===== src/pkg/ssf_pkg.sv =====
// Constants, field layouts and state type for the synchronous serial frame block
package ssf_pkg;
    // Register byte addresses
    localparam logic [31:0] ADDR_CTRL0 = 32'h40040000;
    localparam logic [31:0] ADDR_CTRL1 = 32'h40040004;
    localparam logic [31:0] ADDR_DATA = 32'h40040008;
    localparam logic [31:0] ADDR_STATUS = 32'h4004000C;
    localparam logic [31:0] ADDR_PRESCALE = 32'h40040010;
    localparam logic [31:0] ADDR_RAW_INT = 32'h40040018;
    localparam logic [31:0] ADDR_INT_CLEAR = 32'h40040020;
    // Field positions
    localparam int OVERRUN_CLEAR_BIT = 0;
    localparam int RX_TIMEOUT_CLEAR_BIT = 1;
    localparam int ENABLE_BIT = 1;
    localparam int ST_TX_EMPTY = 0;
    localparam int ST_TX_NOT_FULL = 1;
    localparam int ST_RX_NOT_EMPTY = 2;
    localparam int ST_RX_FULL = 3;
    localparam int ST_BUSY = 4;
    // Frame formats
    localparam logic [1:0] FMT_SPI = 2'h0;
    localparam logic [1:0] FMT_PULSE = 2'h1;
    // Reset values
    localparam logic [15:0] CTRL0_RESET = 16'h0007;
    localparam logic [7:0] PRESCALE_RESET = 8'h02;
    // Receive timeout in serial bit times, and half periods per bit
    localparam logic [23:0] RX_TIMEOUT_BITS = 24'h000020;
    localparam logic [23:0] HALVES_PER_BIT = 24'h000002;
    // Shortest half period in ref_clk cycles, so registered pops settle
    localparam logic [15:0] MIN_HALF_CYCLES = 16'h0002;

    typedef struct packed {
        logic [7:0] serialClockRate;
        logic cpha;
        logic cpol;
        logic [1:0] format;
        logic [3:0] dataSize;
    } ssf_ctrl0_t;

    typedef enum logic [2:0] {
        ST_IDLE,
        ST_LEAD,
        ST_FRAME,
        ST_SHIFT,
        ST_TAIL
    } ssf_state_t;
endpackage


===== src/design/ssf_serial_port.sv =====
// Serial port master: frame-pulse and SPI formats, FIFOs and APB registers
//
// Decided for this implementation: register access over APB.
`timescale 1ns/1ns
module ssf_serial_port
    import ssf_pkg::*;
#(
    parameter int FIFO_DEPTH = 8,
    parameter int WORD_WIDTH = 16
)
(
    // Clock and reset
    input wire logic ref_clk,
    input wire logic rst_b,
    // APB slave
    input wire logic psel,
    input wire logic penable,
    input wire logic pwrite,
    input wire logic [31:0] paddr,
    input wire logic [31:0] pwdata,
    output logic [31:0] prdata,
    output logic pready,
    output logic pslverr,
    // Serial link
    output logic serialClock,
    output logic slaveSelect_b,
    output logic framePulse,
    output logic txDataLine,
    output logic txDataLineOe,
    input wire logic rxDataLine
);
    localparam int PW = $clog2(FIFO_DEPTH);

    // Divider arithmetic is shared by the bit timer and the timeout limit
    function automatic logic [15:0] halfLimit(input logic [7:0] pre, input logic [7:0] rate);
        logic [15:0] half;
        half = 16'({8'h00, 1'b0, pre[7:1]} * ({8'h00, rate} + 16'h0001));
        if (half < MIN_HALF_CYCLES)
        begin
            half = MIN_HALF_CYCLES;
        end
        return half - 16'h0001;
    endfunction

    ssf_ctrl0_t ctrl0_reg;
    logic enable_reg;
    logic [7:0] prescale_reg;
    logic overrun_reg;
    logic rxTimeout_reg;
    logic [31:0] prdata_reg;
    logic pslverr_reg;
    logic [WORD_WIDTH-1:0] txMem [FIFO_DEPTH];
    logic [WORD_WIDTH-1:0] rxMem [FIFO_DEPTH];
    logic [PW:0] txWr_reg, txRd_reg, rxWr_reg, rxRd_reg;
    logic [2:0] rxSync_reg;
    logic rxBit_reg;
    logic [15:0] divCnt_reg;
    logic tick;
    logic [23:0] toCnt_reg;
    ssf_state_t state_reg;
    logic sck_reg, sel_reg, fs_reg, txBit_reg, oe_reg;
    logic txPop_reg, rxPush_reg, pendPush_reg;
    logic [5:0] edge_reg;
    logic [1:0] tailCnt_reg;
    logic [WORD_WIDTH-1:0] txShift_reg, rxShift_reg, rxWord_reg;

    logic txEmpty, txFull, rxEmpty, rxFull;
    logic setup, wrAccess, rdAccess, icrWrite, rxPop, pulseMode, phaseLate;
    logic [5:0] lastEdge;
    logic [3:0] msb;
    logic [23:0] toLimit;

    assign txEmpty = txWr_reg == txRd_reg;
    assign rxEmpty = rxWr_reg == rxRd_reg;
    assign txFull = txWr_reg == {~txRd_reg[PW], txRd_reg[PW-1:0]};
    assign rxFull = rxWr_reg == {~rxRd_reg[PW], rxRd_reg[PW-1:0]};
    assign setup = psel && !penable;
    assign wrAccess = psel && penable && pwrite;
    assign rdAccess = psel && penable && !pwrite;
    assign icrWrite = wrAccess && paddr == ADDR_INT_CLEAR;
    assign rxPop = rdAccess && paddr == ADDR_DATA && !rxEmpty;
    assign pulseMode = ctrl0_reg.format == FMT_PULSE;
    // The pulse format times its bits like phase 1: rising drives, falling samples
    assign phaseLate = pulseMode || ctrl0_reg.cpha;
    assign msb = ctrl0_reg.dataSize;
    assign lastEdge = 6'({msb, 1'b1});
    assign toLimit = RX_TIMEOUT_BITS * HALVES_PER_BIT
        * ({8'h00, halfLimit(prescale_reg, ctrl0_reg.serialClockRate)} + 24'h000001);

    assign prdata = prdata_reg;
    assign pready = 1'b1;
    assign pslverr = pslverr_reg;
    assign serialClock = sck_reg;
    assign slaveSelect_b = sel_reg;
    assign framePulse = fs_reg;
    assign txDataLine = txBit_reg;
    assign txDataLineOe = oe_reg;

    // Control registers; zero wait states, so pready is a constant high
    always_ff @(posedge ref_clk)
    begin
        if (!rst_b)
        begin
            ctrl0_reg <= ssf_ctrl0_t'(CTRL0_RESET);
            enable_reg <= 1'b0;
            prescale_reg <= PRESCALE_RESET;
        end
        else if (wrAccess)
        begin
            if (paddr == ADDR_CTRL0)
            begin
                ctrl0_reg <= ssf_ctrl0_t'(pwdata[15:0]);
            end
            else if (paddr == ADDR_CTRL1)
            begin
                enable_reg <= pwdata[ENABLE_BIT];
            end
            else if (paddr == ADDR_PRESCALE)
            begin
                prescale_reg <= pwdata[7:0];
            end
        end
    end

    // Read data is prepared in the setup cycle; unmapped addresses answer with an error
    always_ff @(posedge ref_clk)
    begin
        if (!rst_b)
        begin
            prdata_reg <= 32'h00000000;
            pslverr_reg <= 1'b0;
        end
        else if (setup)
        begin
            prdata_reg <= 32'h00000000;
            pslverr_reg <= 1'b0;
            if (paddr == ADDR_CTRL0)
            begin
                prdata_reg[15:0] <= ctrl0_reg;
            end
            else if (paddr == ADDR_CTRL1)
            begin
                prdata_reg[ENABLE_BIT] <= enable_reg;
            end
            else if (paddr == ADDR_DATA)
            begin
                prdata_reg[WORD_WIDTH-1:0] <= rxMem[rxRd_reg[PW-1:0]];
            end
            else if (paddr == ADDR_STATUS)
            begin
                prdata_reg[ST_TX_EMPTY] <= txEmpty;
                prdata_reg[ST_TX_NOT_FULL] <= !txFull;
                prdata_reg[ST_RX_NOT_EMPTY] <= !rxEmpty;
                prdata_reg[ST_RX_FULL] <= rxFull;
                prdata_reg[ST_BUSY] <= state_reg != ST_IDLE;
            end
            else if (paddr == ADDR_PRESCALE)
            begin
                prdata_reg[7:0] <= prescale_reg;
            end
            else if (paddr == ADDR_RAW_INT)
            begin
                prdata_reg[OVERRUN_CLEAR_BIT] <= overrun_reg;
                prdata_reg[RX_TIMEOUT_CLEAR_BIT] <= rxTimeout_reg;
            end
            else if (paddr != ADDR_INT_CLEAR)
            begin
                pslverr_reg <= 1'b1;
            end
        end
    end

    // Transmit FIFO: a write while full is dropped
    always_ff @(posedge ref_clk)
    begin
        if (!rst_b)
        begin
            txWr_reg <= '0;
            txRd_reg <= '0;
        end
        else
        begin
            if (wrAccess && paddr == ADDR_DATA && !txFull)
            begin
                txMem[txWr_reg[PW-1:0]] <= pwdata[WORD_WIDTH-1:0];
                txWr_reg <= txWr_reg + 1'b1;
            end
            if (txPop_reg)
            begin
                txRd_reg <= txRd_reg + 1'b1;
            end
        end
    end

    // Receive FIFO and overrun; the new word is lost when the FIFO is full
    always_ff @(posedge ref_clk)
    begin
        if (!rst_b)
        begin
            rxWr_reg <= '0;
            rxRd_reg <= '0;
            overrun_reg <= 1'b0;
        end
        else
        begin
            if (rxPush_reg && !rxFull)
            begin
                rxMem[rxWr_reg[PW-1:0]] <= rxWord_reg;
                rxWr_reg <= rxWr_reg + 1'b1;
            end
            if (rxPop)
            begin
                rxRd_reg <= rxRd_reg + 1'b1;
            end
            // A new overrun beats a clear in the same cycle
            overrun_reg <= (rxPush_reg && rxFull)
                || (overrun_reg && !(icrWrite && pwdata[OVERRUN_CLEAR_BIT]));
        end
    end

    // Receive timeout
    always_ff @(posedge ref_clk)
    begin
        if (!rst_b)
        begin
            toCnt_reg <= 24'h000000;
            rxTimeout_reg <= 1'b0;
        end
        else
        begin
            if (rxEmpty || rxPop)
            begin
                toCnt_reg <= 24'h000000;
            end
            else if (toCnt_reg != toLimit)
            begin
                toCnt_reg <= toCnt_reg + 24'h000001;
            end
            rxTimeout_reg <= (toCnt_reg == toLimit && !rxEmpty)
                || (rxTimeout_reg && !(icrWrite && pwdata[RX_TIMEOUT_CLEAR_BIT]));
        end
    end

    // Receive pin: three stages, a change counts once the last two agree
    always_ff @(posedge ref_clk)
    begin
        if (!rst_b)
        begin
            rxSync_reg <= 3'h0;
            rxBit_reg <= 1'b0;
        end
        else
        begin
            rxSync_reg <= {rxSync_reg[1:0], rxDataLine};
            if (rxSync_reg[1] == rxSync_reg[2])
            begin
                rxBit_reg <= rxSync_reg[2];
            end
        end
    end

    // Half-period timer
    always_ff @(posedge ref_clk)
    begin
        if (!rst_b)
        begin
            divCnt_reg <= 16'h0000;
        end
        else if (tick)
        begin
            divCnt_reg <= 16'h0000;
        end
        else
        begin
            divCnt_reg <= divCnt_reg + 16'h0001;
        end
    end
    assign tick = divCnt_reg >= halfLimit(prescale_reg, ctrl0_reg.serialClockRate);

    // Serial engine; one action per half period
    always_ff @(posedge ref_clk)
    begin
        if (!rst_b)
        begin
            state_reg <= ST_IDLE;
            sck_reg <= 1'b0;
            sel_reg <= 1'b1;
            fs_reg <= 1'b0;
            oe_reg <= 1'b0;
            txBit_reg <= 1'b0;
            txPop_reg <= 1'b0;
            rxPush_reg <= 1'b0;
            pendPush_reg <= 1'b0;
            edge_reg <= 6'h00;
            tailCnt_reg <= 2'h0;
            txShift_reg <= '0;
            rxShift_reg <= '0;
            rxWord_reg <= '0;
        end
        else
        begin
            txPop_reg <= 1'b0;
            rxPush_reg <= 1'b0;
            case (state_reg)
                ST_IDLE:
                begin
                    sck_reg <= pulseMode ? 1'b0 : ctrl0_reg.cpol;
                    sel_reg <= 1'b1;
                    fs_reg <= 1'b0;
                    oe_reg <= 1'b0;
                    if (tick && enable_reg && !txEmpty)
                    begin
                        txShift_reg <= txMem[txRd_reg[PW-1:0]];
                        txPop_reg <= 1'b1;
                        edge_reg <= 6'h00;
                        if (pulseMode)
                        begin
                            fs_reg <= 1'b1;
                            sck_reg <= 1'b1;
                            state_reg <= ST_FRAME;
                        end
                        else
                        begin
                            sel_reg <= 1'b0;
                            oe_reg <= 1'b1;
                            state_reg <= ST_LEAD;
                        end
                    end
                end
                ST_LEAD:
                begin
                    if (tick)
                    begin
                        txBit_reg <= txShift_reg[msb];
                        state_reg <= ST_SHIFT;
                        if (ctrl0_reg.cpha)
                        begin
                            sck_reg <= !sck_reg;
                            edge_reg <= 6'h01;
                        end
                    end
                end
                ST_FRAME:
                begin
                    if (tick)
                    begin
                        sck_reg <= 1'b0;
                        oe_reg <= 1'b1;
                        state_reg <= ST_SHIFT;
                    end
                end
                ST_SHIFT:
                begin
                    if (tick)
                    begin
                        sck_reg <= !sck_reg;
                        edge_reg <= edge_reg + 6'h01;
                        if (edge_reg == 6'h00 && phaseLate)
                        begin
                            fs_reg <= 1'b0;
                            txBit_reg <= txShift_reg[msb];
                        end
                        else if (edge_reg[0] != phaseLate && edge_reg != lastEdge)
                        begin
                            txShift_reg <= txShift_reg << 1;
                            txBit_reg <= txShift_reg[msb - 4'h1];
                        end
                        // Even edges sample in phase 0, odd ones in phase 1
                        if (edge_reg[0] == phaseLate)
                        begin
                            rxShift_reg <= {rxShift_reg[WORD_WIDTH-2:0], rxBit_reg};
                            if (edge_reg >= lastEdge - 6'h01)
                            begin
                                rxWord_reg <= {rxShift_reg[WORD_WIDTH-2:0], rxBit_reg};
                                rxPush_reg <= !pulseMode;
                                pendPush_reg <= pulseMode;
                            end
                        end
                        if (edge_reg == lastEdge)
                        begin
                            if (!pulseMode && ctrl0_reg.cpha && enable_reg && !txEmpty)
                            begin
                                txShift_reg <= txMem[txRd_reg[PW-1:0]];
                                txPop_reg <= 1'b1;
                                edge_reg <= 6'h00;
                            end
                            else
                            begin
                                state_reg <= ST_TAIL;
                                tailCnt_reg <= (ctrl0_reg.cpha && !pulseMode) ? 2'h2 : 2'h1;
                            end
                        end
                    end
                end
                ST_TAIL:
                begin
                    if (tick)
                    begin
                        tailCnt_reg <= tailCnt_reg - 2'h1;
                        if (tailCnt_reg == 2'h1)
                        begin
                            state_reg <= ST_IDLE;
                            if (pulseMode)
                            begin
                                sck_reg <= 1'b1;
                                rxPush_reg <= pendPush_reg;
                                pendPush_reg <= 1'b0;
                                if (enable_reg && !txEmpty)
                                begin
                                    txShift_reg <= txMem[txRd_reg[PW-1:0]];
                                    txPop_reg <= 1'b1;
                                    fs_reg <= 1'b1;
                                    edge_reg <= 6'h00;
                                    state_reg <= ST_FRAME;
                                end
                            end
                            else
                            begin
                                sel_reg <= 1'b1;
                                oe_reg <= 1'b0;
                            end
                        end
                    end
                end
                default:
                begin
                    state_reg <= ST_IDLE;
                end
            endcase
        end
    end

    // Checks
    logic [1:0] fsTicks_reg;
    always_ff @(posedge ref_clk)
    begin
        if (!rst_b || !fs_reg)
        begin
            fsTicks_reg <= 2'h0;
        end
        else if (tick && fsTicks_reg != 2'h3)
        begin
            fsTicks_reg <= fsTicks_reg + 2'h1;
        end
    end
endmodule


===== config.mk =====
export PLATFORM = sky130hd
export DESIGN_NAME = ssf_serial_port
export DESIGN_NICKNAME = d
export VERILOG_FILES = /design/src/pkg/ssf_pkg.sv /design/src/design/ssf_serial_port.sv
export SDC_FILE = /design/constraint.sdc
export NUM_CORES = 1
export LEC_CHECK = 0
export BUFFER_PORTS_ARGS = -buffer_cell sky130_fd_sc_hd__buf_2
export CORE_MARGIN = 1.5
export CORE_UTILIZATION = 52
export DETAILED_ROUTE_END_ITERATION = 6
export PLACE_DENSITY = 0.82
export SLEW_MARGIN = 20
export SYNTH_ARGS = -nofsm -noshare
export SYNTH_HDL_FRONTEND = slang
export SYNTH_SLANG_ARGS = --single-unit

===== constraint.sdc =====
create_clock -name ref_clk -period 8.8 [get_ports ref_clk]
set_input_delay 0.44 -clock ref_clk [delete_from_list [all_inputs] [get_ports ref_clk]]
set_output_delay 0.44 -clock ref_clk [all_outputs]
set_load 0.01 [all_outputs]

Word level (Yosys, flattened, before mapping):

Memory sizes are Yosys's and may differ from the RTL's. A register that Yosys moved wholly into a read port is not among the register bits.
Cells that the tools add are included.

* register bits: 170
* input port bits: 70
* output and inout bits: 39
* RAM bits: 256
* memories: 2
* logic and storage cells: 299

* reduce and logical (&&, ||, !) cells: 66
* bitwise operators: 5
* magnitude comparators: 5
* multipliers: 1
* muxes and demuxes: 132
* equality and inequality tests: 42
* add/sub/neg operators: 13

Memories
* rxMem: words 8, bits a word 16, rd ports 1, clocked after memory_dff 1, wr ports 1, line ssf_serial_port.sv:53 `logic [WORD_WIDTH-1:0] rxMem [FIFO_DEPTH];`
* txMem: words 8, bits a word 16, rd ports 1, clocked after memory_dff 1, wr ports 1, line ssf_serial_port.sv:52 `logic [WORD_WIDTH-1:0] txMem [FIFO_DEPTH];`

Operator list (number)
* == test 32 x 31 -> 1 bit (second input constant): 7
* 2-to-1 mux 16 bit: 12
* 2-to-1 mux 1 bit: 69
* 2-to-1 mux 6 bit: 11
* one-hot mux 16 bit (3 select lines): 1
* 2-to-1 mux 3 bit: 12
* != test 32 x 31 -> 1 bit (second input constant): 1
* != test 2 bit (second input constant): 15
* AND reduction 7 bit: 4
* adder 24 x 1 -> 24 bit (second input constant): 1
* == test 24 x 23 -> 1 bit: 1
* logical AND 1 bit: 24
* != test 24 x 23 -> 1 bit: 1
* one-hot mux 6 bit (4 select lines): 1
* 2-to-1 mux 2 bit: 10
* adder 16 x 1 -> 17 bit (second input constant): 1
* adder 16 x 1 -> 16 bit (second input constant): 1
* adder 4 x 1 -> 4 bit (second input constant): 4
* == test 4 bit: 4
* greater-or-equal comparator 16 bit: 1
* < comparator 16 x 2 -> 1 bit (second input constant): 1
* multiplier 7 x 9 -> 16 bit: 1
* 2-to-1 mux 8 bit: 2
* AND reduction 4 bit: 4
* 41 further kinds: 75

Longest topological paths before layout:

Gate-level depths: netlist (run 1).

* word-level depth: 10
* depth in mapped cells: 39
* mapped depth without buffers: 34

Least setup slack after synthesis (run 1):

OpenSTA, ideal clock, no wires.

* path type: flip-flop to flip-flop
* from: register ctrl0_reg[8] in the netlist's numbering
* to: register rxShift_reg[5]
* required time: 8672 ps
* buffers on the path: 5
* period minus slack after synthesis: 8171 ps
* library setup time: 128 ps
* slack: 629 ps
* stages on the path, launching flop included: 37
* data arrival time: 8043 ps
* cell sequence: dfxtp_1 > clkbuf_1 > nand3_1 > xor2_1 > nor2b_1 > fa_1 > inv_1 > fa_1 > inv_1 > fa_1 > inv_1 > fa_1 > inv_1 > ha_1 > buf_6 > a21o_1 > a31oi_2 > a21oi_1 > o221ai_1 > and3_1 > nand2_1 > nor3_1 > nor2_1 > a31oi_1 > nor2_1 > ha_1 > a21o_1 > a211o_1 > or2_2 > a21oi_1 > or2_2 > clkbuf_1 > or3_1 > buf_2 > buf_2 > mux2i_1 > nor2_1

* cells in the longest elaborated chain, start to end: 7

RTL lines
* start, declared: line ssf_serial_port.sv:45 `ssf_ctrl0_t ctrl0_reg;`
* start signal, assigned: line ssf_serial_port.sv:104 `ctrl0_reg <= ssf_ctrl0_t'(CTRL0_RESET);`
* start signal, assigned: line ssf_serial_port.sv:112 `ctrl0_reg <= ssf_ctrl0_t'(pwdata[15:0]);`
* adder 8 x 1 -> 9 bit *: line ssf_serial_port.sv:37 `half = 16'({8'h00, 1'b0, pre[7:1]} * ({8'h00, rate} + 16'h0001));`
* multiplier 7 x 9 -> 16 bit *: line ssf_serial_port.sv:37
* < comparator 16 x 2 -> 1 bit: line ssf_serial_port.sv:38 `if (half < MIN_HALF_CYCLES)`
* 2-to-1 mux 16 bit *: line ssf_serial_port.sv:38
* subtractor 16 x 1 -> 16 bit *: line ssf_serial_port.sv:42 `return half - 16'h0001;`
* greater-or-equal comparator 16 bit *: line ssf_serial_port.sv:278 `assign tick = divCnt_reg >= halfLimit(prescale_reg, ctrl0_reg.serialClockRate);`
* AND reduction 3 bit (no source line) *
* end signal, assigned: line ssf_serial_port.sv:371 `rxShift_reg <= {rxShift_reg[WORD_WIDTH-2:0], rxBit_reg};`
* end, declared: line ssf_serial_port.sv:65 `logic [WORD_WIDTH-1:0] txShift_reg, rxShift_reg, rxWord_reg;`

Mark *: on every way between the ends. The rest lies on a longest branch, timed or not.
A chain may end at the register's enable or synchronous reset.

Final worst setup path (run 1):

* from: register ctrl0_reg[8] in the netlist's numbering
* to: register rxWord_reg[4]

* cells in the longest elaborated chain, start to end: 7

RTL lines
* adder 8 x 1 -> 9 bit *: line ssf_serial_port.sv:37
* multiplier 7 x 9 -> 16 bit *: line ssf_serial_port.sv:37
* < comparator 16 x 2 -> 1 bit: line ssf_serial_port.sv:38
* 2-to-1 mux 16 bit *: line ssf_serial_port.sv:38
* subtractor 16 x 1 -> 16 bit *: line ssf_serial_port.sv:42
* greater-or-equal comparator 16 bit *: line ssf_serial_port.sv:278
* AND reduction 4 bit (no source line) *
* end signal, assigned: line ssf_serial_port.sv:374 `rxWord_reg <= {rxShift_reg[WORD_WIDTH-2:0], rxBit_reg};`
* end, declared: line ssf_serial_port.sv:65

Marks and branches as above.

==> results of run 1 <==
-- cell usage in the layout, fill, tap and decap left out, types with 21 or more instances in the layout --
cell type / instances
sky130_fd_sc_hd__inv_1: 49
sky130_fd_sc_hd__a21oi_1: 97
sky130_fd_sc_hd__mux4_2: 74
sky130_fd_sc_hd__nand2_1: 124
sky130_fd_sc_hd__o21ai_0: 33
sky130_fd_sc_hd__and2_1: 30
sky130_fd_sc_hd__nor2_1: 165
sky130_fd_sc_hd__buf_2: 75
sky130_fd_sc_hd__mux2i_1: 62
sky130_fd_sc_hd__edfxtp_1: 256
sky130_fd_sc_hd__fa_1: 34
sky130_fd_sc_hd__xor2_1: 56
sky130_fd_sc_hd__nand3_1: 44
sky130_fd_sc_hd__dfxtp_1: 172
sky130_fd_sc_hd__nand2b_1: 21
sky130_fd_sc_hd__nor3_1: 50
sky130_fd_sc_hd__and3_1: 24
sky130_fd_sc_hd__nand4_1: 23
sky130_fd_sc_hd__nor2b_1: 40
sky130_fd_sc_hd__buf_4: 40
sky130_fd_sc_hd__xnor2_1: 33
sky130_fd_sc_hd__ha_1: 64
sky130_fd_sc_hd__clkbuf_16: 49
-- worst reg2reg max path, delay by kind of cell (launching register included) --
| kind | cells | cell delay, ps |
|---|---|---|
| buf+inv | 3 | 270 |
| xor+xnor | 2 | 420 |
| flops | 1 | 420 |
| simple gates | 12 | 2530 |
| mux | 1 | 230 |
| fa+ha+maj | 7 | 2790 |
| compound gates | 7 | 1510 |
-- worst max-delay path by stage --
stage,startpoint,end,slack [ps]
after floorplan,ctrl0_reg[8]$_SDFFE_PN0P_,rxShift_reg[5]$_SDFFE_PN0P_,630
after global placement,ctrl0_reg[8]$_SDFFE_PN0P_,txShift_reg[0]$_SDFFE_PN0P_,420
after detailed placement,ctrl0_reg[8]$_SDFFE_PN0P_,txShift_reg[0]$_SDFFE_PN0P_,210
after CTS,ctrl0_reg[8]$_SDFFE_PN0P_,rxWord_reg[4]$_SDFFE_PN0P_,160
after global routing,ctrl0_reg[8]$_SDFFE_PN0P_,rxWord_reg[10]$_SDFFE_PN0P_,20
final,ctrl0_reg[8]$_SDFFE_PN0P_,rxWord_reg[4]$_SDFFE_PN0P_,470
-- area by class of cell --
class                   instances  area share
flip-flops and latches        432       0.469
multi-input cells            1191       0.399
clock buffers                  56      0.0544
repair buffers                118      0.0305
well taps                     525      0.0275
clock inverters                28      0.0118
inverters                      51     0.00800
diodes                          2    0.000209
-- cell families (layout without fill, tap and decap cells) --
kind of cell,after synthesis,count (layout)
AO/OA/AOI/OAI,252,252
XOR/XNOR,93,93
adder cells (fa/ha/maj),100,100
buffers and inverters,162,253
flip-flops,432,432
multiplexers,143,143
other,2,19
AND/OR/NAND/NOR,586,586
-- power by group through the flow --
| stage | Combinational, mW | Sequential (mW) | Clock, mW |
|---|---|---|---|
| 2_1_floorplan | 0.0802 | 2.19 | 0 |
| 3_3_place_gp | 0.134 | 2.19 | 0 |
| 3_5_place_dp | 0.139 | 2.19 | 0 |
| 4_1_cts | 0.139 | 2.15 | 2.02 |
| 5_1_grt | 0.153 | 2.15 | 2.09 |
| 6_report | 0.141 | 2.15 | 1.99 |
-- what timing repair did --
item                                   CTS  global route
setup endpoints to repair                0            58
setup buffers                            0             1
gates resized for setup                  0            14
endpoints found under the hold margin    0             0
-- stage by stage --
stage / total power [mW] / std cells / util / setup WS [ps] / area (um^2)
detailed placement: 2.33 / 2315 / 0.556 / 214 / 22200
finish: 4.28 / 2403 / 0.598 / 472 / 23900
global route: 4.39 / 2402 / 0.598 / 24.7 / 23900
floorplan: 2.27 / 1785 / - / 629 / 21300
CTS: 4.30 / 2399 / 0.596 / 159 / 23800
global placement: 2.32 / 2315 / 0.556 / 423 / 22200
-- metal layers --
layer | share of wire | global-route usage | vias to the layer above
met4 | 0.034 | 0.0881 | 0
met5 | 0 | 0 | -
met2 | 0.49 | 0.394 | 607
li1 | - | - | 6623
met1 | 0.40 | 0.306 | 7055
met3 | 0.078 | 0.0492 | 104
==> run metrics, run 1 <==
aggregate routed wire length 49,200 um; destination of the worst register-to-register timing path rxWord_reg[4]$_SDFFE_PN0P_; run status finished, final reports clean; TritonCTS clock tree done; GR Overflow Total 0; Total Negative Setup Slacks 0 ps; final worst hold slack 114 ps; Hold Fails Final Rpt 0; clock transition time at the flip-flop clock pins of the worst setup and hold paths 60 ps; sink of the worst hold path rxSync_reg[0]$_SDFF_PN0_; cell type contributing the most total cell area after synthesis sky130_fd_sc_hd__edfxtp_1; most frequent cell on the critical path sky130_fd_sc_hd__fa_1; Finish-stage setup viols 0; register bit count reported by yosys 432; via count of the first global-routing pass 14,100; required arrival time at the worst endpoint 9220 ps; ys flop type sky130_fd_sc_hd__edfxtp_1; Die Outline Area 42,000 um^2; initial antenna violation count 2; share of synthesized area spent on multiplexers 0.111; Slew HR 0.272; combined area of all synthesized cells 21,200 um^2; sw power 0.932 mW; data arrival time of the critical path 8740 ps; YS warnings 0; Hold Path Stages 2; synthesized netlist cell count 1,770; part of the power in combinational logic 0.033; startpoint kind of the worst setup timing path flop; total CTS buffers 45; maximum level of the CTS H-tree 2; sequential share of the synthesized area 0.528; Max Buffers Root-to-Sink 3; pin count of the biggest net entering global routing 94; mean routed wirelength per cell 20.5 um; area share of the largest cell type after synthesis 0.362; Core ar. 40,000 um^2; highest achievable clock rate 120 MHz; sequential standard cell area 11,200 um^2; via/cell ratio 5.99; top-count cell post-synth sky130_fd_sc_hd__edfxtp_1; Antenna Nets Post-Route 0; total buffers and inverters traversed by the critical path 3; sort of element at the end of the critical path flop; combinational family with the most area after synthesis simple AND/OR/NAND/NOR gates; Worst path slowest cell sky130_fd_sc_hd__fa_1; total of buffers placed on input and output ports 75; Initial Utilization 0.530; area added between synthesis and finish 12.7%; setup repair after global routing missed its margin no; final slew viol count 0; master cell of the clock root buffer sky130_fd_sc_hd__clkbuf_16; number of max-cap violations 0; post-synthesis share of cell area spent on xor and xnor gates 0.0390; class of the most critical setup path reg -> reg; setup slack of the worst register-to-register path 470 ps; number of filler instances in the final layout 3,030; Crit. path cell count 32; compound-cell area share of the yosys netlist 0.0801; switching share of power 0.218; count of TritonRoute iterations in the first routing pass 6; critical hold path startpoint rxDataLine; share of layout cells above drive strength 1 0.182; Worst Hold Class in -> reg; vias after detailed routing 14,400; DRC violation count after routing 0; synthesized-area fraction occupied by and/or/nand/nor cells 0.137; Die X-Extent 205 um; actual slew at the worst max-slew pin 1090 ps; proportion of synthesized flip-flops having asynchronous set or reset 0; height of the die 205 um; post-DP HPWL 33,200 um; number of hold buffers added after CTS 0; insertion delay of the later-clocked pin in the worst-skew pair 590 ps; fraction of power consumed by sequential logic 0.502; standard-cell rows 73; largest delay contributor family on the critical path adder cells; worst r2r path cells 32; worst-case clock skew 21.6 ps; global-route wire length before repair 76,900 um; number of library cell types mapped by synthesis 80; P_int 3.34 mW; Worst path max stage delay 550 ps; total number of nets in the final design 2,009; CTS sink cnt 432; total global-route track usage 0.237; top cells by instance count after synthesis sky130_fd_sc_hd__edfxtp_1 (256), sky130_fd_sc_hd__dfxtp_1 (176), sky130_fd_sc_hd__nor2_1 (166); Adder-Cell Fraction of Synth Area 0.0710; start of the worst register-to-register path ctrl0_reg[8]$_SDFFE_PN0P_; highest net fanout along the worst path 16; global placement routability congestion 0.923; EDFF count, synth 256; peak supply drop 0.000192 V; Clk network pwr share 0.465; First DRT Iteration DRCs 1,484; Mapped Avg Cell Area 12.0 um^2; share of the clock period used by the worst path 0.946; Power Dens Cells 179 nW/um^2; top post-synthesis cells by area sky130_fd_sc_hd__edfxtp_1 (36%), sky130_fd_sc_hd__dfxtp_1 (17%), sky130_fd_sc_hd__mux4_2 (7.9%), sky130_fd_sc_hd__ha_1 (3.9%), sky130_fd_sc_hd__fa_1 (3.2%); Top Ports 109; final critical delay including setup and external delays 8330 ps; Leakage 8.67 nW; area of the multi-input gates 9540 um^2
(Power assumes the default switching activity.)
==> run 2: changes to the inputs <==
--- a/config.mk
+++ b/config.mk
@@ -6,11 +6,11 @@
 export NUM_CORES = 1
 export LEC_CHECK = 0
 export BUFFER_PORTS_ARGS = -buffer_cell sky130_fd_sc_hd__buf_2
-export CORE_MARGIN = 1.5
 export CORE_UTILIZATION = 52
 export DETAILED_ROUTE_END_ITERATION = 6
+export GPL_TIMING_DRIVEN = 0
 export PLACE_DENSITY = 0.82
-export SLEW_MARGIN = 20
+export SLEW_MARGIN = 15
 export SYNTH_ARGS = -nofsm -noshare
 export SYNTH_HDL_FRONTEND = slang
 export SYNTH_SLANG_ARGS = --single-unit
==> run metrics, run 2 (synthesis results as in run 1) <==
Power Dens Cells 168 nW/um^2 (-6.1%); global placement routability congestion 0.942 (+2.1%); fraction of power consumed by sequential logic 0.525 (+0.023); number of max-cap violations 0 (unchanged); global-route wire length before repair 82,500 um (+7.3%); P_int 3.19 mW (-4.5%); commonest non-fill, non-tap cell in the layout sky130_fd_sc_hd__edfxtp_1; Core ar. 40,000 um^2 (unchanged); total of buffers placed on input and output ports 73 (-2.7%); Max Buffers Root-to-Sink 3 (unchanged); final critical delay including setup and external delays 8490 ps (+163 ps); peak supply drop 0.000161 V (-16%); Top Ports 109 (unchanged); class of the most critical setup path reg -> reg; Worst path max stage delay 530 ps (-20 ps); mean routed wirelength per cell 21.2 um (+3.6%); final total power 4.09 mW (-4.4%); height of the die 204 um (-0.49%); total CTS buffers 43 (-4.4%); Hold Fails Final Rpt 0 (unchanged); data arrival time of the critical path 8950 ps (+210 ps); post-DP HPWL 37,900 um (+14%); final slew viol count 0 (unchanged); run status finished, final reports clean; area added between synthesis and finish 14.9%; actual slew at the worst max-slew pin 1080 ps (-12.1 ps); highest-count cells in the layout ignoring fill and taps sky130_fd_sc_hd__edfxtp_1 (256), sky130_fd_sc_hd__dfxtp_1 (171), sky130_fd_sc_hd__nor2_1 (155); Total Negative Setup Slacks 0 ps (unchanged); via/cell ratio 6.06 (+1.2%); Setup WS pre-CTS -966 ps (-1180 ps); Slew HR 0.277 (+0.00524); number of hold buffers added after CTS 0 (unchanged); master cell of the clock root buffer sky130_fd_sc_hd__clkbuf_16; initial antenna violation count 7 (+5); total number of nets in the final design 2,110 (+5.0%); Initial Utilization 0.530 (unchanged); sort of element at the end of the critical path flop; switching share of power 0.219 (+0.00140); highest achievable clock rate 118 MHz (-1.9%); worst path setup slack after routing 309 ps (-163 ps); GR Overflow Total 0 (unchanged); Clk network pwr share 0.439 (-0.026); highest net fanout along the worst path 10 (-6); part of the power in combinational logic 0.036 (+0.003); standard-cell rows 73 (unchanged); insertion delay of the later-clocked pin in the worst-skew pair 580 ps (about the same); final design area excluding fillers 24,400 um^2 (+1.9%); worst-case clock skew 16.6 ps (-4.92 ps); pin count of the biggest net entering global routing 16 (-83%); Worst Hold Class in -> reg; Finish-stage setup viols 0 (unchanged); vias after detailed routing 15,200 (+5.5%); clock transition time at the flip-flop clock pins of the worst setup and hold paths 60 ps (about the same); share of layout cells above drive strength 1 0.189 (+0.00709); total global-route track usage 0.257 (+0.0204); Leakage 8.82 nW (+1.7%); DRC violation count after routing 0 (unchanged); required arrival time at the worst endpoint 9260 ps (+40 ps); Antenna Nets Post-Route 0 (unchanged); Placed Instance Area 22,600 um^2 (+1.7%); sw power 0.897 mW (-3.7%); aggregate routed wire length 53,100 um (+7.9%); startpoint kind of the worst setup timing path flop; Die Outline Area 41,600 um^2 (-0.97%); CTS sink cnt 432 (unchanged); via count of the first global-routing pass 14,900 (+5.3%); maximum level of the CTS H-tree 2 (unchanged); count of TritonRoute iterations in the first routing pass 7 (+1); Worst path slowest cell sky130_fd_sc_hd__fa_1; Die X-Extent 204 um (-0.49%); TritonCTS clock tree done; share of the clock period used by the worst path 0.965 (+0.0185); First DRT Iteration DRCs 1,271 (-14%)
[run 2: through the flow]
stage               hold slack [ps]  cells   util
finish                          135   2504  0.609
global route                    131   2503  0.609
CTS                             125   2497  0.604
detailed placement              442   2410  0.565
global placement                415   2383  0.557
floorplan                       412   1785      -
[run 2: power by group through the flow]
stage / logic [mW] / registers [mW] / clock network (mW)
after floorplan: 0.0802 / 2.19 / 0
after global placement: 0.138 / 2.19 / 0
after detailed placement: 0.142 / 2.19 / 0
after CTS: 0.142 / 2.15 / 1.82
after global routing: 0.158 / 2.15 / 1.89
final: 0.148 / 2.15 / 1.80
[run 2: cell type report]
type / instances / area [um^2]
diodes: 4 / 10.0
plain buffers: 109 / 519
clock buffers: 58 / 1170
clock inverters: 22 / 200
fillers: 3013 / 15600
inverters: 51 / 191
multi-input cells: 1191 / 9700
flip-flops and latches: 432 / 11200
well taps: 525 / 657
repair buffers: 112 / 703
[run 2: repair_timing]
action                                 in CTS  in global routing
setup endpoints to repair                  81                 70
setup buffers                               8                  4
gates resized for setup                    22                 39
endpoints found under the hold margin       0                  0
pin swaps                                   6                  6
[run 2: path summary, 6_finish.rpt]
kind                            depth (start not counted)                 startpoint  slack, ps                           to
worst max-delay path                                   36  ctrl0_reg[9]$_SDFFE_PN0P_        310  rxShift_reg[6]$_SDFFE_PN0P_
worst min register to register                          1   rxSync_reg[0]$_SDFF_PN0_        450     rxSync_reg[1]$_SDFF_PN0_
worst max register to register                         36  ctrl0_reg[9]$_SDFFE_PN0P_        310  rxShift_reg[6]$_SDFFE_PN0P_
worst min-delay path                                    2                 rxDataLine        130     rxSync_reg[0]$_SDFF_PN0_
[run 2: layer usage]
layer / GRT usage / vias up / wire length [um]
met1: 0.329 / 7483 / 20500
li1: - / 6836 / -
met4: 0.125 / 2 / 2260
met3: 0.0584 / 136 / 4890
met5: 0 / - / 13
met2: 0.414 / 722 / 25400
[run 2: worst max-delay path: cells and delay by family (launching register included)]
family / cells / cell delay [ps]
adder cells (fa/ha/maj): 6 / 2610
multiplexers: 1 / 220
flip-flops: 1 / 410
buffers and inverters: 8 / 1010
AND/OR/NAND/NOR: 14 / 2470
XOR/XNOR: 1 / 290
AO/OA/AOI/OAI: 6 / 1340
==> run 3: changes to the inputs <==
--- a/config.mk
+++ b/config.mk
@@ -8,8 +8,8 @@
 export BUFFER_PORTS_ARGS = -buffer_cell sky130_fd_sc_hd__buf_2
 export CORE_UTILIZATION = 52
 export DETAILED_ROUTE_END_ITERATION = 6
-export GPL_TIMING_DRIVEN = 0
 export PLACE_DENSITY = 0.82
+export REMOVE_ABC_BUFFERS = 1
 export SLEW_MARGIN = 15
 export SYNTH_ARGS = -nofsm -noshare
 export SYNTH_HDL_FRONTEND = slang
==> run metrics, run 3 (synthesis results as in run 1) <==
sw power 0.888 mW (-1.1%); Hold Fails Final Rpt 0 (unchanged); run status finished, final reports clean; Total Negative Setup Slacks 0 ps (unchanged); share of the clock period used by the worst path 0.951 (-0.0142); initial antenna violation count 6 (-1); number of hold buffers added after CTS 0 (unchanged); commonest non-fill, non-tap cell in the layout sky130_fd_sc_hd__edfxtp_1; pin count of the biggest net entering global routing 98 (+82); actual slew at the worst max-slew pin 1120 ps (+46.2 ps); clock transition time at the flip-flop clock pins of the worst setup and hold paths 70 ps (about the same); final slew viol count 0 (unchanged); global placement routability congestion 0.898 (-4.6%); vias after detailed routing 14,600 (-3.9%); Antenna Nets Post-Route 0 (unchanged); startpoint kind of the worst setup timing path flop; via/cell ratio 6.07 (about the same); Slew HR 0.252 (-0.0253); data arrival time of the critical path 8820 ps (-130 ps); total of buffers placed on input and output ports 75 (+2.7%); Worst Hold Class in -> reg; GR Overflow Total 0 (unchanged); Leakage 8.59 nW (-2.6%); Final Core Density 0.594 (-0.0158); final worst hold slack 89.1 ps (-45.9 ps); highest-count cells in the layout ignoring fill and taps sky130_fd_sc_hd__edfxtp_1 (256), sky130_fd_sc_hd__dfxtp_1 (173), sky130_fd_sc_hd__nor2_1 (166); insertion delay of the later-clocked pin in the worst-skew pair 570 ps (about the same); master cell of the clock root buffer sky130_fd_sc_hd__clkbuf_16; required arrival time at the worst endpoint 9250 ps (about the same); sort of element at the end of the critical path flop; final critical delay including setup and external delays 8370 ps (-125 ps); Finish-stage setup viols 0 (unchanged); DRC violation count after routing 0 (unchanged); Worst path slowest cell sky130_fd_sc_hd__fa_1; mean routed wirelength per cell 20.7 um (-2.2%); TritonCTS clock tree done; Hold Path Stages 2 (unchanged); Power Dens Cells 175 nW/um^2 (+4.1%); Die Outline Area 41,600 um^2 (unchanged); setup repair after global routing missed its margin no; peak supply drop 0.000185 V (+15%); switching share of power 0.214 (-0.00535); total global-route track usage 0.244 (-0.0137); number of max-cap violations 0 (unchanged); worst r2r path cells 34 (-5.6%); CTS sink cnt 432 (unchanged); total number of nets in the final design 2,011 (-4.7%); global-route wire length before repair 78,700 um (-4.6%); aggregate routed wire length 49,800 um (-6.1%); post-DP HPWL 33,300 um (-12%); area added between synthesis and finish 11.9%; total CTS buffers 43 (unchanged); Max Buffers Root-to-Sink 3 (unchanged); Clk network pwr share 0.448 (+0.009); count of TritonRoute iterations in the first routing pass 6 (-1); Die X-Extent 204 um (unchanged); Worst path max stage delay 560 ps (+30 ps); worst-case clock skew 20.6 ps (+3.98 ps); part of the power in combinational logic 0.034 (-0.002); First DRT Iteration DRCs 1,439 (+13%); Initial Utilization 0.530 (unchanged); share of layout cells above drive strength 1 0.173 (-0.0161); maximum level of the CTS H-tree 2 (unchanged); highest achievable clock rate 120 MHz (+1.5%); standard-cell rows 73 (unchanged); fraction of power consumed by sequential logic 0.518 (-0.007); via count of the first global-routing pass 14,600 (-1.9%); highest net fanout along the worst path 9 (-1); P_int 3.26 mW (+2.1%); Core ar. 40,000 um^2 (unchanged); class of the most critical setup path reg -> reg; Top Ports 109 (unchanged); height of the die 204 um (unchanged)
-- run 3: cell count changes in the layout (fill, tap and decap cells not counted), moves of 5 or more --
cell,before,now
sky130_fd_sc_hd__nor2_2,9,0
sky130_fd_sc_hd__buf_2,83,75
sky130_fd_sc_hd__nor2_1,155,166
sky130_fd_sc_hd__buf_8,5,0
sky130_fd_sc_hd__buf_6,10,1
sky130_fd_sc_hd__clkbuf_1,77,11
sky130_fd_sc_hd__buf_1,15,0
-- run 3: area by class of cell --
| cell class | count | area, um^2 |
|---|---|---|
| sequential | 432 | 11200 |
| fill | 3047 | 16300 |
| inverter | 51 | 191 |
| clock inverter | 21 | 251 |
| clock buffer | 58 | 1180 |
| antenna | 4 | 10.0 |
| tap | 525 | 657 |
| multi-input combinational | 1191 | 9490 |
| timing repair buffer | 122 | 744 |
-- run 3: stage by stage --
stage	setup slack, ps	power [mW]	std cells	area [um^2]
global route	12.8	4.24	2403	23700
CTS	152	4.16	2398	23700
global placement	465	2.32	2319	22200
floorplan	379	2.26	1674	20800
detailed placement	172	2.33	2319	22200
finish	434	4.15	2404	23700
-- run 3: worst paths after layout --
path / slack [ps] / end / startpoint
setup / recovery: 430 / txDataLineOe$_SDFFE_PN0P_ / ctrl0_reg[8]$_SDFFE_PN0P_
hold / removal: 90 / rxSync_reg[0]$_SDFF_PN0_ / rxDataLine
setup reg to reg: 430 / txDataLineOe$_SDFFE_PN0P_ / ctrl0_reg[8]$_SDFFE_PN0P_
hold reg to reg: 460 / rxSync_reg[1]$_SDFF_PN0_ / rxSync_reg[0]$_SDFF_PN0_
-- run 3: critical path, delay by kind of cell (launching register included) --
kind                     cells  cell delay, ps
adder cells (fa/ha/maj)      7            3020
flip-flops                   1             430
buffers and inverters        6             780
AND/OR/NAND/NOR             11            1720
XOR/XNOR                     1             240
AO/OA/AOI/OAI                9            2020
-- run 3: power groups by stage --
| stage | clock [mW] | sequential, mW | combinational, mW |
|---|---|---|---|
| 2_1_floorplan | 0 | 2.19 | 0.0663 |
| 3_3_place_gp | 0 | 2.19 | 0.133 |
| 3_5_place_dp | 0 | 2.19 | 0.139 |
| 4_1_cts | 1.87 | 2.15 | 0.139 |
| 5_1_grt | 1.94 | 2.15 | 0.155 |
| 6_report | 1.86 | 2.15 | 0.142 |
-- run 3: routing by layer --
metal	vias to the layer above	routed length, um	global-route usage
met3	150	3640	0.0478
met2	621	24400	0.403
li1	6638	-	-
met1	7171	19600	0.308
met4	2	2130	0.116
met5	-	13	0
-- run 3: repair_timing --
action	CTS	global route
setup endpoints to repair	0	73
buffers inserted	0	2
gates resized for setup	0	12
